File: src/hdl/pp_pkg.sv
`default_nettype none
package pp_pkg;
    // bus timing at 40 MHz
    localparam int unsigned CLK_PERIOD_NS = 25;
    localparam int unsigned STROBE_NS     = 100;
    localparam int unsigned LATCH_NS      = 25;
    // least times round up
    localparam int unsigned STROBE_CYC = (STROBE_NS + CLK_PERIOD_NS - 1) / CLK_PERIOD_NS;
    localparam int unsigned LATCH_CYC  = (LATCH_NS + CLK_PERIOD_NS - 1) / CLK_PERIOD_NS;

    // register byte offsets
    localparam logic [4:0] OFS_CTRL  = 5'h00;
    localparam logic [4:0] OFS_DATA  = 5'h04;
    localparam logic [4:0] OFS_PINEN = 5'h08;
    localparam logic [4:0] OFS_ADDR  = 5'h0C;
    localparam logic [4:0] OFS_STAT  = 5'h10;

    // control word fields
    localparam int unsigned CTRL_CSF_LO    = 6;
    localparam int unsigned CTRL_MASTER    = 9;
    localparam int unsigned CTRL_SIXTEEN_BIT_WIDTH_SELECT    = 10;
    localparam int unsigned CTRL_ADDRESS_DATA_MULTIPLEX_LO = 11;
    localparam int unsigned CTRL_DUAL_BUFFER_SELECT   = 17;
    localparam logic [31:0] CTRL_MASK      = 32'h0002_1EC0;

    // reset values
    localparam logic [31:0] RST_CTRL  = 32'h0000_0000;
    localparam logic [15:0] RST_DATA  = 16'h0000;
    localparam logic [15:0] RST_PINEN = 16'h0000;
    localparam logic [15:0] RST_ADDR  = 16'h0000;

    localparam int unsigned DATA_W     = 16;
    localparam int unsigned FIFO_DEPTH = 8;

    typedef struct packed {
        logic              isWrite;
        logic [DATA_W-1:0] word;
    } pp_req_s;

    typedef struct packed {
        logic [1:0] chip_select_function;
        logic [1:0] address_data_multiplex;
        logic       master;
        logic       sixteen_bit_width_select;
        logic       dual_buffer_select;
    } pp_cfg_s;

    typedef enum logic [3:0] {
        PH_IDLE   = 4'b0001,
        PH_LATCH  = 4'b0010,
        PH_STROBE = 4'b0100,
        PH_DONE   = 4'b1000
    } pp_phase_e;
endpackage
`default_nettype wire

File: src/hdl/pp_cycle.sv
`default_nettype none
module pp_cycle (
    input  wire logic                      clk_sys,
    input  wire logic                      nrst,
    input  wire logic                      reqValid,
    output logic                           reqReady,
    input  wire pp_pkg::pp_req_s           req,
    input  wire logic [pp_pkg::DATA_W-1:0] pdIn,
    output logic [pp_pkg::DATA_W-1:0]      pdOut,
    output logic [pp_pkg::DATA_W-1:0]      pdOe,
    output logic                           wrStrobe,
    output logic                           rdStrobe,
    output logic                           latchPulse,
    output logic                           active,
    output logic                           doneRead,
    output logic [pp_pkg::DATA_W-1:0]      doneData
);
    import pp_pkg::*;
    localparam int unsigned CW = $clog2(STROBE_CYC + LATCH_CYC + 1);

    pp_phase_e      phase;
    pp_phase_e      next_phase;
    logic [CW-1:0]  count;
    logic           isWrite;

    wire logic countDone = (count == '0);
    assign reqReady = (phase == PH_IDLE);
    assign active   = (phase != PH_IDLE);

    // phase walk: latch address, strobe, done
    always_comb begin
        next_phase = phase;
        unique case (phase)
            PH_IDLE:   if (reqValid) next_phase = PH_LATCH;
            PH_LATCH:  if (countDone) next_phase = PH_STROBE;
            PH_STROBE: if (countDone) next_phase = PH_DONE;
            PH_DONE:   next_phase = PH_IDLE;
            default:   next_phase = PH_IDLE;
        endcase
    end

    // strobes are flops so pads never glitch
    always_ff @(posedge clk_sys or negedge nrst) begin
        if (!nrst) begin
            phase      <= PH_IDLE;
            count      <= '0;
            isWrite    <= 1'b0;
            pdOut      <= '0;
            pdOe       <= '0;
            wrStrobe   <= 1'b0;
            rdStrobe   <= 1'b0;
            latchPulse <= 1'b0;
            doneRead   <= 1'b0;
            doneData   <= '0;
        end else begin
            phase      <= next_phase;
            doneRead   <= 1'b0;
            latchPulse <= (next_phase == PH_LATCH);
            wrStrobe   <= (next_phase == PH_STROBE) & isWrite;
            rdStrobe   <= (next_phase == PH_STROBE) & ~isWrite;
            if (phase == PH_IDLE && reqValid) begin
                isWrite <= req.isWrite;
                pdOut   <= req.word;
                pdOe    <= {DATA_W{req.isWrite}};
                wrStrobe <= 1'b0;
                rdStrobe <= 1'b0;
                count   <= CW'(LATCH_CYC - 1);
            end else if (phase == PH_LATCH && countDone) begin
                count <= CW'(STROBE_CYC - 1);
            end else if (!countDone) begin
                count <= count - 1'b1;
            end
            // sample read data at the strobe's last cycle
            if (phase == PH_STROBE && countDone && !isWrite) begin
                doneRead <= 1'b1;
                doneData <= pdIn;
            end
            if (phase == PH_DONE) pdOe <= '0;
        end
    end
endmodule
`default_nettype wire

File: src/hdl/pp_fifo.sv
`default_nettype none
module pp_fifo #(
    parameter int unsigned WIDTH = 17,
    parameter int unsigned DEPTH = 8
) (
    input  wire logic                       clk_sys,
    input  wire logic                       nrst,
    input  wire logic                       inValid,
    output logic                            inReady,
    input  wire logic [WIDTH-1:0]           inData,
    output logic                            outValid,
    input  wire logic                       outReady,
    output logic [WIDTH-1:0]                outData,
    output logic [$clog2(DEPTH+1)-1:0]      level
);
    import pp_pkg::*;
    localparam int unsigned AW = $clog2(DEPTH);

    logic [WIDTH-1:0] store [DEPTH];
    logic [AW-1:0]    wrIdx;
    logic [AW-1:0]    rdIdx;
    wire  logic       push = inValid & inReady;
    wire  logic       pop  = outValid & outReady;

    // honest flags straight from the level
    assign inReady  = (level != DEPTH[$clog2(DEPTH+1)-1:0]);
    assign outValid = (level != '0);
    assign outData  = store[rdIdx];

    // storage has no reset; only valid entries are ever read
    always_ff @(posedge clk_sys) begin
        if (push) begin
            store[wrIdx] <= inData;
        end
    end

    // wrap by compare so depth need not be a power of two
    always_ff @(posedge clk_sys or negedge nrst) begin
        if (!nrst) begin
            wrIdx <= '0;
            rdIdx <= '0;
            level <= '0;
        end else begin
            if (push) wrIdx <= (wrIdx == AW'(DEPTH - 1)) ? '0 : wrIdx + 1'b1;
            if (pop)  rdIdx <= (rdIdx == AW'(DEPTH - 1)) ? '0 : rdIdx + 1'b1;
            level <= level + (push ? 1'b1 : 1'b0) - (pop ? 1'b1 : 1'b0);
        end
    end
endmodule
`default_nettype wire

File: src/hdl/pp_port.sv
`default_nettype none
module pp_port #(
    parameter int unsigned DEPTH = pp_pkg::FIFO_DEPTH
) (
    input  wire logic                      clk_sys,
    input  wire logic                      nrst,
    input  wire logic [4:0]                avs_address,
    input  wire logic                      avs_read,
    input  wire logic                      avs_write,
    input  wire logic [31:0]               avs_writedata,
    input  wire logic [3:0]                avs_byteenable,
    output logic [31:0]                    avs_readdata,
    output logic                           avs_waitrequest,
    output logic [15:0]                    padAddr,
    output logic [15:0]                    padPortOwn,
    input  wire logic [pp_pkg::DATA_W-1:0] pdIn,
    output logic [pp_pkg::DATA_W-1:0]      pdOut,
    output logic [pp_pkg::DATA_W-1:0]      pdOe,
    output logic                           wrStrobe,
    output logic                           rdStrobe,
    input  wire logic                      hostCs,
    input  wire logic                      hostWr
);
    import pp_pkg::*;
    localparam int unsigned LW = $clog2(DEPTH + 1);

    logic [31:0]       ctrlWord;
    logic [DATA_W-1:0] dataWord;
    logic [15:0]       pinEnable;
    logic [15:0]       addrWord;
    logic              ack;
    logic [31:0]       next_readdata;

    pp_cfg_s           cfg;
    pp_req_s           pushReq;
    pp_req_s           headReq;
    logic              fifoInReady;
    logic              fifoOutValid;
    logic              fifoOutReady;
    logic [LW-1:0]     fifoLevel;
    logic              latchPulse;
    logic              cycleActive;
    logic              doneRead;
    logic [DATA_W-1:0] doneData;

    // configuration view of the control word
    assign cfg = '{
        chip_select_function:     ctrlWord[CTRL_CSF_LO +: 2],
        address_data_multiplex:  ctrlWord[CTRL_ADDRESS_DATA_MULTIPLEX_LO +: 2],
        master:  ctrlWord[CTRL_MASTER],
        sixteen_bit_width_select:  ctrlWord[CTRL_SIXTEEN_BIT_WIDTH_SELECT],
        dual_buffer_select: ctrlWord[CTRL_DUAL_BUFFER_SELECT]
    };

    // address decode and trigger detection
    wire logic busReq   = avs_read | avs_write;
    wire logic selCtrl  = (avs_address == OFS_CTRL);
    wire logic selData  = (avs_address == OFS_DATA);
    wire logic selPinEn = (avs_address == OFS_PINEN);
    wire logic selAddr  = (avs_address == OFS_ADDR);
    wire logic selStat  = (avs_address == OFS_STAT);
    wire logic dataLive = selData & ~cfg.dual_buffer_select;
    wire logic msbLane  = cfg.sixteen_bit_width_select ? avs_byteenable[1] : avs_byteenable[0];
    wire logic trigger  = busReq & dataLive & cfg.master & msbLane;
    wire logic canAck   = ~trigger | fifoInReady;
    wire logic wrTake   = avs_write & ack;
    wire logic hostLoad = ~cfg.master & hostCs & hostWr;

    // byte-lane merge of the data register
    wire logic [DATA_W-1:0] mergedData = {
        avs_byteenable[1] ? avs_writedata[15:8] : dataWord[15:8],
        avs_byteenable[0] ? avs_writedata[7:0]  : dataWord[7:0]
    };

    // one wait state; a full queue holds the master off
    assign avs_waitrequest = busReq & ~ack;
    assign pushReq = '{
        isWrite: avs_write,
        word:    avs_write ? mergedData : dataWord
    };

    always_ff @(posedge clk_sys or negedge nrst) begin
        if (!nrst) ack <= 1'b0;
        else       ack <= busReq & ~ack & canAck;
    end

    // answer timing on the register bus
    // a request is never answered in the cycle it appears
    wait_first_a: assert property (@(posedge clk_sys) disable iff (!nrst)
        busReq && !ack |-> avs_waitrequest)
        else $error("request answered without a wait state");
    // a full queue keeps a top-byte access waiting
    full_hold_a: assert property (@(posedge clk_sys) disable iff (!nrst)
        busReq && trigger && !fifoInReady && !ack |=> !ack)
        else $error("top byte access answered into a full queue");

    // read mux; unmapped and dual-buffer data read as zero
    always_comb begin
        next_readdata = 32'h0000_0000;
        if (selCtrl)  next_readdata = ctrlWord & CTRL_MASK;
        if (dataLive) next_readdata = {16'h0000, dataWord};
        if (selPinEn) next_readdata = {16'h0000, pinEnable};
        if (selAddr)  next_readdata = {16'h0000, addrWord};
        if (selStat)  next_readdata = {{(31 - LW){1'b0}}, fifoLevel, cycleActive};
    end

    always_ff @(posedge clk_sys or negedge nrst) begin
        if (!nrst)                        avs_readdata <= 32'h0000_0000;
        else if (avs_read && !ack && canAck) avs_readdata <= next_readdata;
    end

    // read answers carry the selected register
    // dual-buffer mode hides the data register
    dual_read_a: assert property (@(posedge clk_sys) disable iff (!nrst)
        avs_read && ack && selData && cfg.dual_buffer_select |-> avs_readdata == 32'h0000_0000)
        else $error("data register readable in dual buffer mode");
    // data reads return what the register held when taken
    data_read_a: assert property (@(posedge clk_sys) disable iff (!nrst)
        avs_read && ack && dataLive |-> avs_readdata == {16'h0000, $past(dataWord)})
        else $error("data read not returning register contents");
    // pin enables read back in the low half
    pin_read_a: assert property (@(posedge clk_sys) disable iff (!nrst)
        avs_read && ack && selPinEn |-> avs_readdata[15:0] == pinEnable)
        else $error("pin enable read back wrong");

    // software writes land at the edge the master sees waitrequest low
    always_ff @(posedge clk_sys or negedge nrst) begin
        if (!nrst) begin
            ctrlWord  <= RST_CTRL;
            pinEnable <= RST_PINEN;
            addrWord  <= RST_ADDR;
        end else if (wrTake) begin
            if (selCtrl)  ctrlWord  <= avs_writedata & CTRL_MASK;
            if (selPinEn) pinEnable <= avs_writedata[15:0];
            if (selAddr)  addrWord  <= avs_writedata[15:0];
        end
    end

    // software beats a finished read cycle, host write only in slave mode
    always_ff @(posedge clk_sys or negedge nrst) begin
        if (!nrst)                    dataWord <= RST_DATA;
        else if (wrTake && dataLive)  dataWord <= mergedData;
        else if (hostLoad)            dataWord <= pdIn;
        else if (doneRead)            dataWord <= doneData;
    end

    // data register update priority
    // software lane merge lands at the answer edge
    data_write_a: assert property (@(posedge clk_sys) disable iff (!nrst)
        wrTake && dataLive |=> dataWord == $past(mergedData))
        else $error("data write did not land");
    // a slave-mode host write loads the pins
    host_load_a: assert property (@(posedge clk_sys) disable iff (!nrst)
        hostLoad && !(wrTake && dataLive) |=> dataWord == $past(pdIn))
        else $error("host write not loaded");
    // a finished read cycle refreshes the register
    read_fill_a: assert property (@(posedge clk_sys) disable iff (!nrst)
        doneRead && !(wrTake && dataLive) && !hostLoad |=> dataWord == $past(doneData))
        else $error("read cycle data not stored");

    pp_fifo #(
        .WIDTH ($bits(pp_req_s)),
        .DEPTH (DEPTH)
    ) u_queue (
        .clk_sys  (clk_sys),
        .nrst     (nrst),
        .inValid  (trigger & ack),
        .inReady  (fifoInReady),
        .inData   (pushReq),
        .outValid (fifoOutValid),
        .outReady (fifoOutReady),
        .outData  (headReq),
        .level    (fifoLevel)
    );

    pp_cycle u_cycle (
        .clk_sys    (clk_sys),
        .nrst       (nrst),
        .reqValid   (fifoOutValid),
        .reqReady   (fifoOutReady),
        .req        (headReq),
        .pdIn       (pdIn),
        .pdOut      (pdOut),
        .pdOe       (pdOe),
        .wrStrobe   (wrStrobe),
        .rdStrobe   (rdStrobe),
        .latchPulse (latchPulse),
        .active     (cycleActive),
        .doneRead   (doneRead),
        .doneData   (doneData)
    );

    // strobes and drive enables on the data pins
    // only one strobe at a time
    one_strobe_a: assert property (@(posedge clk_sys) disable iff (!nrst)
        !(wrStrobe && rdStrobe))
        else $error("write and read strobes together");
    // pins are driven for the whole write strobe
    write_drive_a: assert property (@(posedge clk_sys) disable iff (!nrst)
        wrStrobe |-> pdOe == '1)
        else $error("write strobe without driven pins");
    // pins are released for a read strobe
    read_float_a: assert property (@(posedge clk_sys) disable iff (!nrst)
        rdStrobe |-> pdOe == '0)
        else $error("read strobe with driven pins");

    // pad ownership follows the enables one for one
    assign padPortOwn = pinEnable;

    // top pads: csf 00 address, 01 address plus cs one, 1x both selects
    wire logic csOne = cycleActive & (cfg.chip_select_function != 2'b00);
    wire logic csTwo = cycleActive & cfg.chip_select_function[1];
    wire logic [1:0] topPads = {cfg.chip_select_function[1] ? csTwo : addrWord[15],
                                (cfg.chip_select_function != 2'b00) ? csOne : addrWord[14]};
    // bottom pads: multiplexed modes strobe both latches
    wire logic [1:0] lowPads = (cfg.address_data_multiplex == 2'b00) ? addrWord[1:0]
                                                      : {latchPulse, latchPulse};
    assign padAddr = {topPads, addrWord[13:2], lowPads};

    // pad functions follow enables and mode fields
    // top and bottom pad ownership
    edge_own_a: assert property (@(posedge clk_sys) disable iff (!nrst)
        {padPortOwn[15:14], padPortOwn[1:0]} == {pinEnable[15:14], pinEnable[1:0]})
        else $error("edge pad ownership not following enables");
    // middle pads always carry the address
    mid_pads_a: assert property (@(posedge clk_sys) disable iff (!nrst)
        padAddr[13:2] == addrWord[13:2])
        else $error("middle pads not carrying address");
    // cs two on pad 15 when the field's upper bit is set
    cs_two_a: assert property (@(posedge clk_sys) disable iff (!nrst)
        cfg.chip_select_function[1] |-> padAddr[15] == cycleActive)
        else $error("chip select two not shown");
    // cs one on pad 14 for any nonzero field
    cs_one_a: assert property (@(posedge clk_sys) disable iff (!nrst)
        cfg.chip_select_function != 2'b00 |-> padAddr[14] == cycleActive)
        else $error("chip select one not shown");
    // plain address on the bottom pads when not multiplexed
    low_addr_a: assert property (@(posedge clk_sys) disable iff (!nrst)
        cfg.address_data_multiplex == 2'b00 |-> padAddr[1:0] == addrWord[1:0])
        else $error("bottom pads not carrying address");

    // further checks gathered here, apart from the logic they guard
    wait_ack_a: assert property (@(posedge clk_sys) disable iff (!nrst)
        busReq && !trigger && !ack |=> !avs_waitrequest || !busReq)
        else $error("plain access not answered after one wait");

    write_push_a: assert property (@(posedge clk_sys) disable iff (!nrst)
        avs_write && ack && trigger |=> fifoLevel != '0 || cycleActive)
        else $error("top byte write started no cycle");

    read_push_a: assert property (@(posedge clk_sys) disable iff (!nrst)
        avs_read && ack && trigger && fifoLevel == '0 && !cycleActive
        |=> ##[1:2] cycleActive)
        else $error("top byte read started no cycle");

    low_byte_a: assert property (@(posedge clk_sys) disable iff (!nrst)
        busReq && ack && cfg.sixteen_bit_width_select && avs_byteenable[1:0] == 2'b01
        && fifoLevel == '0 && !cycleActive |=> !cycleActive)
        else $error("low byte access started a cycle");

    dual_buf_a: assert property (@(posedge clk_sys) disable iff (!nrst)
        avs_write && ack && selData && cfg.dual_buffer_select |=> $stable(dataWord))
        else $error("data register used in dual buffer mode");

    pin_upper_a: assert property (@(posedge clk_sys) disable iff (!nrst)
        avs_read && ack && selPinEn |-> avs_readdata[31:16] == 16'h0000)
        else $error("pin enable upper half not zero");

    pad_own_a: assert property (@(posedge clk_sys) disable iff (!nrst)
        wrTake && selPinEn |=> padPortOwn == $past(avs_writedata[15:0]))
        else $error("pad ownership not following enables");

    cs_mux_a: assert property (@(posedge clk_sys) disable iff (!nrst)
        cfg.chip_select_function == 2'b00 |-> padAddr[15:14] == addrWord[15:14])
        else $error("top pads not carrying address");

    latch_mux_a: assert property (@(posedge clk_sys) disable iff (!nrst)
        cfg.address_data_multiplex != 2'b00 |-> padAddr[1:0] == {2{latchPulse}})
        else $error("bottom pads not carrying latch strobes");

    // the queue grows only on a live top-byte access
    // anything but a trigger leaves the queue no longer
    no_push_a: assert property (@(posedge clk_sys) disable iff (!nrst)
        ack && !trigger |=> fifoLevel <= $past(fifoLevel))
        else $error("queue grew without a trigger");
    // dual-buffer data accesses queue nothing
    dual_quiet_a: assert property (@(posedge clk_sys) disable iff (!nrst)
        busReq && selData && cfg.dual_buffer_select |=> fifoLevel <= $past(fifoLevel))
        else $error("dual buffer access queued a cycle");
    // eight-bit width ignores the upper lane as a trigger
    narrow_lane_a: assert property (@(posedge clk_sys) disable iff (!nrst)
        busReq && selData && !cfg.sixteen_bit_width_select && !avs_byteenable[0]
        |=> fifoLevel <= $past(fifoLevel))
        else $error("upper lane triggered in eight bit width");
    // unused control bits are never stored
    ctrl_clean_a: assert property (@(posedge clk_sys) disable iff (!nrst)
        (ctrlWord & ~CTRL_MASK) == 32'h0000_0000)
        else $error("unused control bits stored");
endmodule
`default_nettype wire

File: config.mk
export PLATFORM = sky130hd
export DESIGN_NAME = pp_port
export DESIGN_NICKNAME = d
export VERILOG_FILES = /design/src/hdl/pp_pkg.sv /design/src/hdl/pp_cycle.sv /design/src/hdl/pp_fifo.sv /design/src/hdl/pp_port.sv
export SDC_FILE = /design/constraint.sdc
export NUM_CORES = 1
export LEC_CHECK = 0
export BUFFER_PORTS_ARGS = -buffer_cell sky130_fd_sc_hd__buf_2
export CAP_MARGIN = 30
export CORE_ASPECT_RATIO = 1.1
export CORE_MARGIN = 10
export CORE_UTILIZATION = 45
export CTS_BUF_LIST = sky130_fd_sc_hd__clkbuf_2 sky130_fd_sc_hd__clkbuf_4 sky130_fd_sc_hd__clkbuf_8
export CTS_CLUSTER_DIAMETER = 150
export DETAILED_ROUTE_END_ITERATION = 8
export PLACE_DENSITY = 0.65
export SLEW_MARGIN = 15
export SYNTH_ARGS = -nofsm -noshare
export SYNTH_HDL_FRONTEND = slang
export SYNTH_SLANG_ARGS = --single-unit
File: constraint.sdc
create_clock -name clk_sys -period 4.3 [get_ports clk_sys]
set_clock_uncertainty 0.1 [all_clocks]
set_input_delay 0.215 -clock clk_sys [delete_from_list [all_inputs] [get_ports clk_sys]]
set_output_delay 0.215 -clock clk_sys [all_outputs]
set_load 0.03 [all_outputs]
==> impl_summary.txt <==
----------------------------------------------------
[Synthesis]
  Biggest area consumer among synthesized cells ... sky130_fd_sc_hd__edfxtp_1
  Synthesized cell area ... 11,700 sq um
  Fraction of synthesized cell area taken by the top area cell type ... 35.0%
  Number of instances in the synthesized netlist ... 785
  Post-synthesis async set-or-reset flop share ... 48.5%
  Post-synth EDFFs ... 136
  Top cells by count, synth ... sky130_fd_sc_hd__edfxtp_1, sky130_fd_sc_hd__dfrtp_1, sky130_fd_sc_hd__mux2_2
  Seq/Total Area, Yosys ... 62.5%
  Most instantiated library cell after synthesis ... sky130_fd_sc_hd__edfxtp_1
  Synth top area cells ... sky130_fd_sc_hd__edfxtp_1, sky130_fd_sc_hd__dfrtp_1, sky130_fd_sc_hd__mux2_2
  Yosys warning total ... 0
  Predominant post-synthesis flop cell ... sky130_fd_sc_hd__edfxtp_1
  Mean post-synth cell area ... 14.9 sq um
  Number of flip-flops and latches in the synthesized netlist ... 264
  Number of unique standard cell types used by synthesis ... 57

[Detailed routing]
  Detailed Routing Iterations Pass 1 ... 5
  Post-DR wirelength/cell ... 21.0 um
  Post-detailed-route via-to-cell ratio ... 5.30
  1st-iter DRT viols ... 423
  Total wirelength of the detailed-routed design ... 27.9 mm
  DRT antenna net count ... 0
  Total vias in the final route ... 7,066
  DRC violations left ... 0

[Power and ir drop]
  Leakage power of the design ... 5.78 nW
  Post-route total power ... 0.00797 W
  Maximum vdd drop ... 0.264 mV
  Total power density per cell area ... 575 nW/um^2

[Final layout]
  Area of the multi-input gates ... 3900 sq um
  Filler cell count in the final layout ... 2,135
  Register area ... 7290 sq um
  Antenna diode count ... 0
  Final Core Density ... 54.5%
  Final cell area excluding filler cells ... 13,900 sq um
  Share of cells above drive strength 1 ... 39.4%
  # nets final ... 1,031
  Area growth from synthesis to layout ... 18.7%

[Critical path]
  Peak fanout along the critical path ... 9
  Path type of the worst setup path ... reg -> reg
  Slowest-stage cell, CP ... sky130_fd_sc_hd__or3b_2
  CP required ... 4.63 ns
  Worst stage delay on the critical path ... 0.48 ns
  Critical-path cell list ... inv_1 -> ha_1 -> or3b_2 -> nand2_1 -> clkinv_1 -> ha_1 -> inv_1 -> ha_1 -> fa_1 -> xor2_1
  Launching element type of the critical path ... flip-flop
  Critical path's most frequent cell ... sky130_fd_sc_hd__ha_1
  Critical Path End Type ... flip-flop
  Arrival time at the worst endpoint ... 3.25 ns

[Clock tree]
  CTS tree ... built
  Clock Root Buffer ... sky130_fd_sc_hd__clkbuf_8
  Clock transition at path regs ... 0.07 ns
  Total clock buffers created by CTS ... 44
  Clock network latency to the later pin of the worst-skew pair ... 0.55 ns
  Number of buffers on the longest clock path ... 3
  Hold-fix buffers, CTS ... 38
  Level count of the clock H-tree ... 2
  Post-CTS Setup Inserts ... 0
  Clock Sinks ... 264
  Gates resized, CTS repair ... 0

[Die]
  Die boundary height ... 189 um
  Width of the die ... 174 um
  Number of placed I/O pins ... 162
  Die Footprint ... 32,800 sq um
  Floorplan row count ... 61
  Initial cell density of the core ... 45.9%
  Placeable Area ... 25,400 sq um

[Placed design]
  Cell area reported after detailed placement ... 12,500 sq um
  Number of input and output port buffers inserted ... 129
  DP Wirelength ... 18.7 mm
  Worst setup slack after placement ... 1.00 ns
  Weighted congestion at the end of routability-driven global placement ... 0.807

[STA]
  Fin. Hold Viols ... 0
  Achievable clock frequency ... 0.342 GHz
  Period minus WS final ... 2.92 ns
  Tcrit/Tclk final ... 67.9%
  Setup repair after global routing missed its margin ... false
  Relative slew slack ... 40.8%
  Number of setup violations in the final report ... 0
  Post-route setup TNS ... 0 ns
  Number of pins with negative max-slew slack in the final report ... 0
  Post-route worst setup slack ... 1.38 ns
  Slew at the pin closest to its max-slew limit ... 0.888 ns

[Run status]
  Outcome ... finished, final reports clean

[Global routing]
  Via count of the first global-routing pass ... 7,387
  First-pass GRT wire length ... 44.0 mm
  Overflow left after global routing ... 0
  Antenna violations before repair ... 0
  Total global routing track utilization ... 17.0%
  Maximum number of pins on one net before global-route repair ... 96

[Worst hold path]
  Tightest Hold Check Type ... in -> reg

[Flow run]
  Maximum Capacitance Violations ... 0

----------------------------------------------------
[layer usage]
metal	global-route usage [%]	routed length [um]	vias up
met4	4.95	578	0
met2	28.5	13900	210
met1	21.9	12000	3545
met3	3.56	1520	51
met5	0	0	-
li1	-	-	3260
[registers in the layout, summed over array words and instances, names as in the netlist, 3 cells and up]
signal / flops
addrWord: 16
avs_readdata: 17
ctrlWord: 7
dataWord: 16
padPortOwn: 16
u_cycle.count: 3
u_cycle.doneData: 16
u_cycle.pdOut: 16
u_cycle.phase: 4
u_queue.level: 4
u_queue.rdIdx: 3
u_queue.store: 136
u_queue.wrIdx: 3
[through the flow]
step / std cells / hold slack (ns)
after global placement: 1213 / 0.274
after floorplan: 799 / -0.181
final: 1333 / 0.0719
after global routing: 1333 / 0.0902
after CTS: 1331 / 0.0459
after detailed placement: 1215 / 0.271
[area by class of cell]
| type | instances | share of cell area, % |
|---|---|---|
| multi-input cells | 438 | 28.1 |
| clock inverters | 15 | 0.686 |
| inverters | 17 | 0.461 |
| clock buffers | 63 | 5.81 |
| well taps | 346 | 3.12 |
| flip-flops and latches | 264 | 52.6 |
| repair buffers | 190 | 9.15 |
[critical path, delay by kind of cell, from the launching register on]
family	cells	cell delay, ns
AND/OR/NAND/NOR	2	0.58
adder cells (fa/ha/maj)	4	1.16
XOR/XNOR	1	0.17
flip-flops	1	0.39
buffers and inverters	3	0.40
[placed cells by master (no fill, tap or decap), types with 13 or more instances in the layout]
cell	count
sky130_fd_sc_hd__edfxtp_1	136
sky130_fd_sc_hd__clkbuf_8	53
sky130_fd_sc_hd__o21ai_0	36
sky130_fd_sc_hd__dfrtp_1	125
sky130_fd_sc_hd__dlygate4sd3_1	39
sky130_fd_sc_hd__inv_1	14
sky130_fd_sc_hd__nor2_1	20
sky130_fd_sc_hd__mux2i_1	27
sky130_fd_sc_hd__nand2_1	68
sky130_fd_sc_hd__nor3_1	13
sky130_fd_sc_hd__conb_1	15
sky130_fd_sc_hd__mux4_2	33
sky130_fd_sc_hd__nand3_1	15
sky130_fd_sc_hd__buf_4	19
sky130_fd_sc_hd__o221a_2	16
sky130_fd_sc_hd__mux2_2	86
sky130_fd_sc_hd__buf_2	128
[power breakdown]
group	switching [W]	internal, W	leakage [nW]
clock network	0.000985	0.00126	0.480
logic	0.00136	0.000946	2.47
registers	0.000333	0.00308	2.83
total	0.00268	0.00529	5.78
[worst paths after layout]
path	start	to	slack (ns)	cells past startpoint
setup / recovery	u_queue.level[2]	u_queue.level[2]	1.38	10
hold / removal	avs_address[0]	ack	0.07	4
setup reg to reg	u_queue.level[2]	u_queue.level[2]	1.38	10
hold reg to reg	u_cycle.pdOut[7]	u_cycle.pdOut[7]	0.37	2
max in group asynchronous	nrst	u_cycle.rdStrobe	2.46	5
min in group asynchronous	nrst	u_cycle.pdOut[13]	0.50	3
[kinds of logic after synthesis]
kind of cell	Yosys count	share of synthesized area (%)
fa+ha+maj	13	1.46
buf+inv	97	4.99
other cells	1	0.0321
simple gates	161	7.02
xor+xnor	2	0.150
compound gates	91	5.62
flops	264	62.5
mux	156	18.3
(Power assumes the default switching activity.)
